### src/verilog/dither_pkg.sv
// Shared constants and types for the 10-to-8 bit pixel dither link.
// Assumes both ends and the interface compile after this package.
package dither_pkg;
   localparam int IN_WIDTH      = 30;
   localparam int OUT_WIDTH     = 24;
   localparam int IN_COMP       = 10;
   localparam int OUT_COMP      = 8;
   localparam int ERR_BITS      = 2;
   localparam int FIFO_DEPTH    = 16;
   localparam int ROT_LINES     = 2;
   localparam logic [15:0] LFSR_SEED = 16'hace1;
   localparam logic [15:0] LFSR_TAPS = 16'hb400;
   localparam logic [7:0]  COMP_MAX  = 8'hff;
   typedef enum logic [1:0]
   {
      MODE_OFF,
      MODE_SPATIAL,
      MODE_TEMPO,
      MODE_RANDOM
   } dither_mode_t;
endpackage

### src/verilog/pixel_link_if.sv
// Interface joining the gamma side to the dither engine.
// Assumes one clock; the testbench drives the clock and reset.
`timescale 1ns/1ps
interface pixel_link_if;
   logic        in_line_valid;
   logic        in_pixel_strobe;
   logic [29:0] in_rgb30;
   logic        frame_active;
   modport gamma_stage
   (
      output in_line_valid,
      output in_pixel_strobe,
      output in_rgb30,
      output frame_active
   );
   modport dither_engine
   (
      input in_line_valid,
      input in_pixel_strobe,
      input in_rgb30,
      input frame_active
   );
endinterface

### src/verilog/dither_engine.sv
// Dither engine end: 3x10-bit pixels in, 3x8-bit dithered pixels out.
// Assumes the link signals come from logic on the same clock.
`timescale 1ns/1ps
module dither_engine
#(
   parameter int DEPTH = dither_pkg::FIFO_DEPTH
)
(
   input  wire logic            i_clock,
   input  wire logic            i_resetn,
   input  wire logic            i_enable,
   input  wire logic            i_dither_mode_bit0,
   input  wire logic            i_dither_mode_bit1,
   pixel_link_if.dither_engine  link,
   input  wire logic            i_out_ready,
   output logic                 o_out_rgb24_valid,
   output logic [23:0]          o_out_rgb24,
   output logic                 o_fifo_ready
);
   dither_pkg::dither_mode_t mode;
   logic        col_r, col_nxt, row_r, row_nxt, lv_d_r, lv_d_nxt, fa_d_r, fa_d_nxt;
   logic        lpair_r, lpair_nxt;
   logic [1:0]  rot_r, rot_nxt;
   logic [15:0] lfsr_r, lfsr_nxt;
   logic [23:0] res_r, res_nxt;
   logic        rdy_r, rdy_nxt;
   logic [1:0]  idx, thr;
   logic [23:0] dith;
   logic        fifo_ready, take, line_end;
   logic [1:0]  mode_meta_r, mode_meta_nxt, mode_sync_r, mode_sync_nxt;

   // Mode pins come from push buttons, so two flops settle them before use
   assign mode = dither_pkg::dither_mode_t'(mode_sync_r);
   // A new pixel is only taken inside an active line
   assign take     = link.in_pixel_strobe && link.in_line_valid && link.frame_active;
   assign line_end = lv_d_r && !link.in_line_valid;

   // Position in the 2x2 tile, then rotation offset
   always_comb
   begin
      idx = {row_r, col_r};
      if (mode != dither_pkg::MODE_SPATIAL)
      begin
         idx = 2'(idx + rot_r);
      end
      thr = idx;
   end

   generate
      for (genvar c = 0; c < 3; c++)
      begin : g_comp
         logic [7:0] hi;
         logic [1:0] err;
         logic [7:0] sum;
         assign hi  = link.in_rgb30[c*dither_pkg::IN_COMP+dither_pkg::ERR_BITS +: 8];
         assign err = link.in_rgb30[c*dither_pkg::IN_COMP +: 2];
         always_comb
         begin
            sum = hi;
            if (mode != dither_pkg::MODE_OFF && err > thr && hi != dither_pkg::COMP_MAX)
            begin
               sum = 8'(hi + 8'h01);
            end
         end
         assign dith[c*8 +: 8] = sum;
      end
   endgenerate

   always_comb
   begin
      col_nxt   = col_r;
      row_nxt   = row_r;
      lpair_nxt = lpair_r;
      rot_nxt   = rot_r;
      lv_d_nxt  = link.in_line_valid;
      fa_d_nxt  = link.frame_active;
      lfsr_nxt  = lfsr_r;
      res_nxt   = res_r;
      rdy_nxt   = 1'b0;
      // Bit 1 is the high bit of the selection
      mode_meta_nxt = {i_dither_mode_bit1, i_dither_mode_bit0};
      mode_sync_nxt = mode_meta_r;
      if (take)
      begin
         col_nxt = !col_r;
         res_nxt = dith;
         rdy_nxt = 1'b1;
         // Random weights step once per pixel for an unrepeating pattern
         lfsr_nxt = lfsr_r[0] ? ((lfsr_r >> 1) ^ dither_pkg::LFSR_TAPS) : (lfsr_r >> 1);
      end
      if (line_end)
      begin
         col_nxt   = 1'b0;
         row_nxt   = !row_r;
         lpair_nxt = !lpair_r;
         if (mode == dither_pkg::MODE_TEMPO && lpair_r)
         begin
            rot_nxt = 2'(rot_r + 2'h1);
         end
      end
      if (fa_d_r && !link.frame_active)
      begin
         col_nxt   = 1'b0;
         row_nxt   = 1'b0;
         lpair_nxt = 1'b0;
         if (mode == dither_pkg::MODE_TEMPO)
         begin
            rot_nxt = 2'(rot_r + 2'h1);
         end
      end
      if (mode == dither_pkg::MODE_RANDOM)
      begin
         rot_nxt = lfsr_r[1:0];
      end
   end

   always_ff @(posedge i_clock or negedge i_resetn)
   begin
      if (!i_resetn)
      begin
         col_r   <= 1'b0;
         row_r   <= 1'b0;
         lpair_r <= 1'b0;
         rot_r   <= 2'h0;
         lv_d_r  <= 1'b0;
         fa_d_r  <= 1'b0;
         lfsr_r  <= dither_pkg::LFSR_SEED;
         res_r   <= '0;
         rdy_r   <= 1'b0;
         mode_meta_r <= 2'h0;
         mode_sync_r <= 2'h0;
      end
      else if (i_enable)
      begin
         col_r   <= col_nxt;
         row_r   <= row_nxt;
         lpair_r <= lpair_nxt;
         rot_r   <= rot_nxt;
         lv_d_r  <= lv_d_nxt;
         fa_d_r  <= fa_d_nxt;
         lfsr_r  <= lfsr_nxt;
         res_r   <= res_nxt;
         rdy_r   <= rdy_nxt;
         mode_meta_r <= mode_meta_nxt;
         mode_sync_r <= mode_sync_nxt;
      end
   end

   // Upstream cannot be stalled, so a full FIFO drops pixels; o_fifo_ready shows it
   logic        f_valid;
   logic [23:0] f_data;
   pixel_fifo #(.WIDTH(dither_pkg::OUT_WIDTH), .DEPTH(DEPTH)) u_fifo
   (
      .i_clock  (i_clock),
      .i_resetn (i_resetn),
      .i_enable (i_enable),
      .i_valid  (rdy_r),
      .o_ready  (fifo_ready),
      .i_data   (res_r),
      .o_valid  (f_valid),
      .i_ready  (i_out_ready && (!o_out_rgb24_valid || i_out_ready)),
      .o_data   (f_data)
   );

   logic        ov_nxt, fr_nxt;
   logic [23:0] od_nxt;
   always_comb
   begin
      ov_nxt = o_out_rgb24_valid;
      od_nxt = o_out_rgb24;
      fr_nxt = fifo_ready;
      if (i_out_ready || !o_out_rgb24_valid)
      begin
         ov_nxt = f_valid && i_out_ready;
         od_nxt = f_valid && i_out_ready ? f_data : o_out_rgb24;
      end
   end

   always_ff @(posedge i_clock or negedge i_resetn)
   begin
      if (!i_resetn)
      begin
         o_out_rgb24_valid <= 1'b0;
         o_out_rgb24       <= '0;
         o_fifo_ready      <= 1'b0;
      end
      else if (i_enable)
      begin
         o_out_rgb24_valid <= ov_nxt;
         o_out_rgb24       <= od_nxt;
         o_fifo_ready      <= fr_nxt;
      end
   end
endmodule // dither_engine

### src/verilog/pixel_fifo.sv
// Synchronous FIFO with valid/ready on both sides.
// Assumes one clock shared by writer and reader.
`timescale 1ns/1ps
module pixel_fifo
#(
   parameter int WIDTH = 24,
   parameter int DEPTH = 16
)
(
   input  wire logic             i_clock,
   input  wire logic             i_resetn,
   input  wire logic             i_enable,
   input  wire logic             i_valid,
   output logic                  o_ready,
   input  wire logic [WIDTH-1:0] i_data,
   output logic                  o_valid,
   input  wire logic             i_ready,
   output logic      [WIDTH-1:0] o_data
);
   localparam int AW = $clog2(DEPTH);
   logic [WIDTH-1:0] mem [DEPTH];
   logic [AW-1:0]    wr_r, wr_nxt, rd_r, rd_nxt;
   logic [AW:0]      cnt_r, cnt_nxt;
   logic             push, pop;

   assign o_ready = (cnt_r != (AW+1)'(DEPTH));
   assign o_valid = (cnt_r != '0);
   assign o_data  = mem[rd_r];
   assign push    = i_enable && i_valid && o_ready;
   assign pop     = i_enable && o_valid && i_ready;

   always_comb
   begin
      wr_nxt  = push ? AW'(wr_r + 1'b1) : wr_r;
      rd_nxt  = pop ? AW'(rd_r + 1'b1) : rd_r;
      cnt_nxt = (AW+1)'(cnt_r + {AW'(0), push} - {AW'(0), pop});
   end

   always_ff @(posedge i_clock or negedge i_resetn)
   begin
      if (!i_resetn)
      begin
         wr_r  <= '0;
         rd_r  <= '0;
         cnt_r <= '0;
      end
      else
      begin
         wr_r  <= wr_nxt;
         rd_r  <= rd_nxt;
         cnt_r <= cnt_nxt;
      end
   end

   // Storage carries no reset so it can map to RAM
   always_ff @(posedge i_clock)
   begin
      if (push)
      begin
         mem[wr_r] <= i_data;
      end
   end
endmodule // pixel_fifo

### src/verilog/gamma_stage_end.sv
// Upstream end: turns user pixels into line-valid, strobe and 30-bit data.
// Assumes the user holds i_pixel_valid until o_pixel_ready accepts it.
`timescale 1ns/1ps
module gamma_stage_end
(
   input  wire logic          i_clock,
   input  wire logic          i_resetn,
   input  wire logic          i_enable,
   input  wire logic          i_frame,
   input  wire logic          i_line,
   input  wire logic          i_pixel_valid,
   input  wire logic [29:0]   i_pixel,
   output logic               o_pixel_ready,
   pixel_link_if.gamma_stage  link
);
   logic        line_r, line_nxt, frame_r, frame_nxt, stb_r, stb_nxt;
   logic [29:0] pix_r, pix_nxt;

   always_comb
   begin
      line_nxt  = i_line;
      frame_nxt = i_frame;
      stb_nxt   = 1'b0;
      pix_nxt   = pix_r;
      if (i_line && i_pixel_valid && !stb_r)
      begin
         stb_nxt = 1'b1;
         pix_nxt = i_pixel;
      end
   end

   always_ff @(posedge i_clock or negedge i_resetn)
   begin
      if (!i_resetn)
      begin
         line_r  <= 1'b0;
         frame_r <= 1'b0;
         stb_r   <= 1'b0;
         pix_r   <= '0;
      end
      else if (i_enable)
      begin
         line_r  <= line_nxt;
         frame_r <= frame_nxt;
         stb_r   <= stb_nxt;
         pix_r   <= pix_nxt;
      end
   end

   // Strobe is never two cycles in a row, so each pixel is one pulse
   assign o_pixel_ready         = i_enable && i_line && !stb_r;
   assign link.in_line_valid    = line_r;
   assign link.frame_active     = frame_r;
   assign link.in_pixel_strobe  = stb_r;
   assign link.in_rgb30         = pix_r;
endmodule // gamma_stage_end

### src/flat_wrapper.sv
// flat-port wrapper written by rule: the top's interface ports become plain ports
module gamma_stage_end_flat 
  (i_clock, i_resetn, i_enable, i_frame, i_line, i_pixel_valid, i_pixel, o_pixel_ready, link_in_line_valid, link_in_pixel_strobe, link_in_rgb30, link_frame_active);
  pixel_link_if link_i ();
  input  wire logic i_clock;
  input  wire logic i_resetn;
  input  wire logic i_enable;
  input  wire logic i_frame;
  input  wire logic i_line;
  input  wire logic i_pixel_valid;
  input  wire logic [29:0] i_pixel;
  output logic o_pixel_ready;
  output wire logic [$bits(link_i.in_line_valid)-1:0] link_in_line_valid;
  output wire logic [$bits(link_i.in_pixel_strobe)-1:0] link_in_pixel_strobe;
  output wire logic [$bits(link_i.in_rgb30)-1:0] link_in_rgb30;
  output wire logic [$bits(link_i.frame_active)-1:0] link_frame_active;
  assign link_in_line_valid = link_i.in_line_valid;
  assign link_in_pixel_strobe = link_i.in_pixel_strobe;
  assign link_in_rgb30 = link_i.in_rgb30;
  assign link_frame_active = link_i.frame_active;
  gamma_stage_end u_core (.i_clock(i_clock), .i_resetn(i_resetn), .i_enable(i_enable), .i_frame(i_frame), .i_line(i_line), .i_pixel_valid(i_pixel_valid), .i_pixel(i_pixel), .o_pixel_ready(o_pixel_ready), .link(link_i));
endmodule
### config.mk
export PLATFORM = sky130hd
export DESIGN_NAME = gamma_stage_end_flat
export DESIGN_NICKNAME = d
export VERILOG_FILES = /design/src/verilog/dither_pkg.sv /design/src/verilog/pixel_link_if.sv /design/src/verilog/dither_engine.sv /design/src/verilog/pixel_fifo.sv /design/src/verilog/gamma_stage_end.sv /design/src/flat_wrapper.sv
export SDC_FILE = /design/constraint.sdc
export NUM_CORES = 1
export LEC_CHECK = 0
export ABC_CLOCK_PERIOD_IN_PS = 2200
export BUFFER_PORTS_ARGS = -buffer_cell sky130_fd_sc_hd__buf_2
export CAP_MARGIN = 20
export CORE_MARGIN = 2
export CORE_UTILIZATION = 48
export CTS_CLUSTER_DIAMETER = 150
export DETAILED_ROUTE_END_ITERATION = 8
export PLACE_DENSITY_LB_ADDON = 0.05
export SYNTH_ARGS = -nofsm -noshare
export SYNTH_HDL_FRONTEND = slang
export SYNTH_SLANG_ARGS = --single-unit
### constraint.sdc
create_clock -name i_clock -period 2.2 [get_ports i_clock]
set_input_delay 0.33 -clock i_clock [delete_from_list [all_inputs] [get_ports i_clock]]
set_output_delay 0.33 -clock i_clock [all_outputs]
set_load 0.1 [all_outputs]
==> impl_metrics.env <==
export IMPL_run_status="completed"
export IMPL_ys_ff_latch=33
export IMPL_slew_violations=0
export IMPL_cts_buffer_depth=2
export IMPL_via_count=859
export IMPL_worst_slew_pin_slew_ns=0.755
export IMPL_fillers=209
export IMPL_power_mw=2.71
export IMPL_crit_arrival_ns=1.96
export IMPL_cts_setup_buffers=0
export IMPL_dr_pass1_iters=3
export IMPL_area_growth_pct=32.1
export IMPL_drive_gt1_share_pct=73.6
export IMPL_rsz0062_at_grt="no"
export IMPL_antenna_found_initial=0
export IMPL_finalCritPeriodShare_pct=79.7
export IMPL_p_sw_share_pct=52.0
export IMPL_cap_violations=0
export IMPL_hold_path_class="input pin to async pin"
export IMPL_syn_area_mm2=0.00137
export IMPL_multiInputGateArea_um2=502
export IMPL_synth_area_leader_cell="dfrtp_1"
export IMPL_clkTransAtPathRegs_ns=0.10
export IMPL_wl_um=2470
export IMPL_synthTopCellsByArea="dfrtp_1 60%, mux2_4 32%, buf_6 2.5%"
export IMPL_grt_pass1_vias=871
export IMPL_cts_resized=0
export IMPL_antenna_cells=0
export IMPL_setup_violations_final=0
export IMPL_ant_nets=0
export IMPL_p_int_mw=1.30
export IMPL_port_buffers=69
export IMPL_place_hpwl_um=1750
export IMPL_grt_use_total_pct=16.9
export IMPL_pwr_share_comb_pct=52.7
export IMPL_yosys_cell_types_count=9
export IMPL_io_pins=70
export IMPL_cts_buffers=5
export IMPL_syn_inst=74
export IMPL_worst_path_max_fanout=31
export IMPL_avgSynthCellArea_um2=18.5
export IMPL_r2r_slack_ns=0.45
export IMPL_final_seq_area_um2=826
export IMPL_yosysWarnings=0
export IMPL_slew_headroom_pct=49.6
export IMPL_htreeDepth=2
export IMPL_power_density_mw_per_mm2=1500
export IMPL_pwr_share_clk_pct=17.2
export IMPL_cts_sinks=33
export IMPL_endpoint_kind="register"
export IMPL_core_mm2=0.00273
export IMPL_finalClockSkew_ns=0.00720
export IMPL_netlist_area_leader_share_pct=60.4
export IMPL_die_area_mm2=0.00329
export IMPL_cts_hold_buf=0
export IMPL_fin_crit_ns=1.75
export IMPL_sequentialPowerShare_pct=30.0
export IMPL_crit_type="register to register"
export IMPL_ctsRootBufferMaster="clkbuf_4"
export IMPL_final_common_cell="buf_2"
export IMPL_synth_nets=110
export IMPL_start_util_pct=50.0
export IMPL_yosysSeqAreaShare_pct=60.4
export IMPL_overflow=0
export IMPL_final_nets=183
export IMPL_timing_final_hold_violations=0
export IMPL_grt_pass1_wl_um=4170
export IMPL_insertion_delay_ns=0.32
export IMPL_die_x_um=57.4
export IMPL_die_h_um=57.4
export IMPL_cts_tree="yes"
export IMPL_gp_congestion=0.645
export IMPL_drtIter0Drc=39
export IMPL_max_freq_mhz=570
export IMPL_p_sw_mw=1.41
export IMPL_via_per_inst=4.80
export IMPL_layout_common_cells="69 x buf_2, 33 x dfrtp_1, 29 x mux2_4"
export IMPL_grt_max_degree=34
export IMPL_wl_per_cell_um=13.8
export IMPL_crit_required_ns=2.41
export IMPL_start_kind="register"
export IMPL_peakVddDrop_uv=1010
export IMPL_finalSetupTns_ns=0
export IMPL_drc=0
export IMPL_rows=19
export IMPL_p_leak_nw=1.03
registers in the layout, summed over array words and instances, names as in the netlist:
register                     flops
u_core.link.in_rgb30            30
u_core.link.frame_active         1
u_core.link.in_line_valid        1
u_core.link.in_pixel_strobe      1
final timing paths:
path	start	endpoint	cells after the start
min in group i_clock	i_pixel[13]	u_core.link.in_rgb30[13]$_DFFE_PN0P_	2
max in group asynchronous	i_resetn	u_core.link.in_rgb30[29]$_DFFE_PN0P_	1
min reg2reg	u_core.link.in_rgb30[2]$_DFFE_PN0P_	u_core.link.in_rgb30[2]$_DFFE_PN0P_	1
max reg2reg	u_core.link.in_pixel_strobe$_DFFE_PN0P_	u_core.link.in_rgb30[22]$_DFFE_PN0P_	2
max	u_core.link.in_pixel_strobe$_DFFE_PN0P_	u_core.link.in_rgb30[22]$_DFFE_PN0P_	2
min	i_resetn	u_core.link.in_rgb30[13]$_DFFE_PN0P_	1
stage by stage:
step | instance area, µm² | util [%] | setup WS [ns] | instances | hold WS (ns)
floorplan | 1370 | - | 0.156 | 74 | 0.0344
global placement | 1720 | 62.9 | 0.477 | 171 | 0.418
detailed placement | 1720 | 62.9 | 0.441 | 171 | 0.425
CTS | 1800 | 66.0 | 0.432 | 179 | 0.0571
global route | 1800 | 66.0 | 0.333 | 179 | 0.0882
finish | 1800 | 66.0 | 0.446 | 179 | 0.0465
power groups by stage:
stage	Combinational (mW)	Sequential, mW	Clock [mW]
final	1.43	0.813	0.466
after global routing	1.47	0.832	0.508
after CTS	1.44	0.814	0.480
after detailed placement	1.43	0.822	0
after global placement	1.42	0.819	0
after floorplan	0.226	1.81	0
cell families after synthesis:
logic type	count (synthesis)	share of synthesized area (%)
buffers and inverters	5	3.02
AND/OR/NAND/NOR	3	2.29
multiplexers	31	33.5
flip-flops	33	60.4
AO/OA/AOI/OAI	2	0.733
metal layers:
layer / up-vias / global-route usage, % / wire length, µm
li1: 402 / - / -
met1: 411 / 23.1 / 1060
met2: 41 / 24.5 / 1200
met3: 5 / 5.22 / 179
met4: 0 / 7.97 / 29
met5: - / 0 / 0
critical path, stage by stage (launching register included):
cell	delay (ns)
dfrtp_1	0.43
nand4b_4	0.68
mux2_4	0.53
synth_stat cells:
cell type / instances
o21ai_0: 2
dfrtp_1: 33
nand2_1: 1
mux2_4: 29
inv_1: 2
nor2_1: 1
buf_6: 3
nand4b_4: 1
mux2_2: 2
area by class of cell:
class	count	share of cell area, %
Inverter	2	0.416
Multi-Input combinational cell	36	27.8
Clock buffer	7	3.05
Timing Repair Buffer	69	19.1
Sequential cell	33	45.8
Clock inverter	1	1.66
Tap cell	31	2.15
Power figures use the tool's default switching activity.
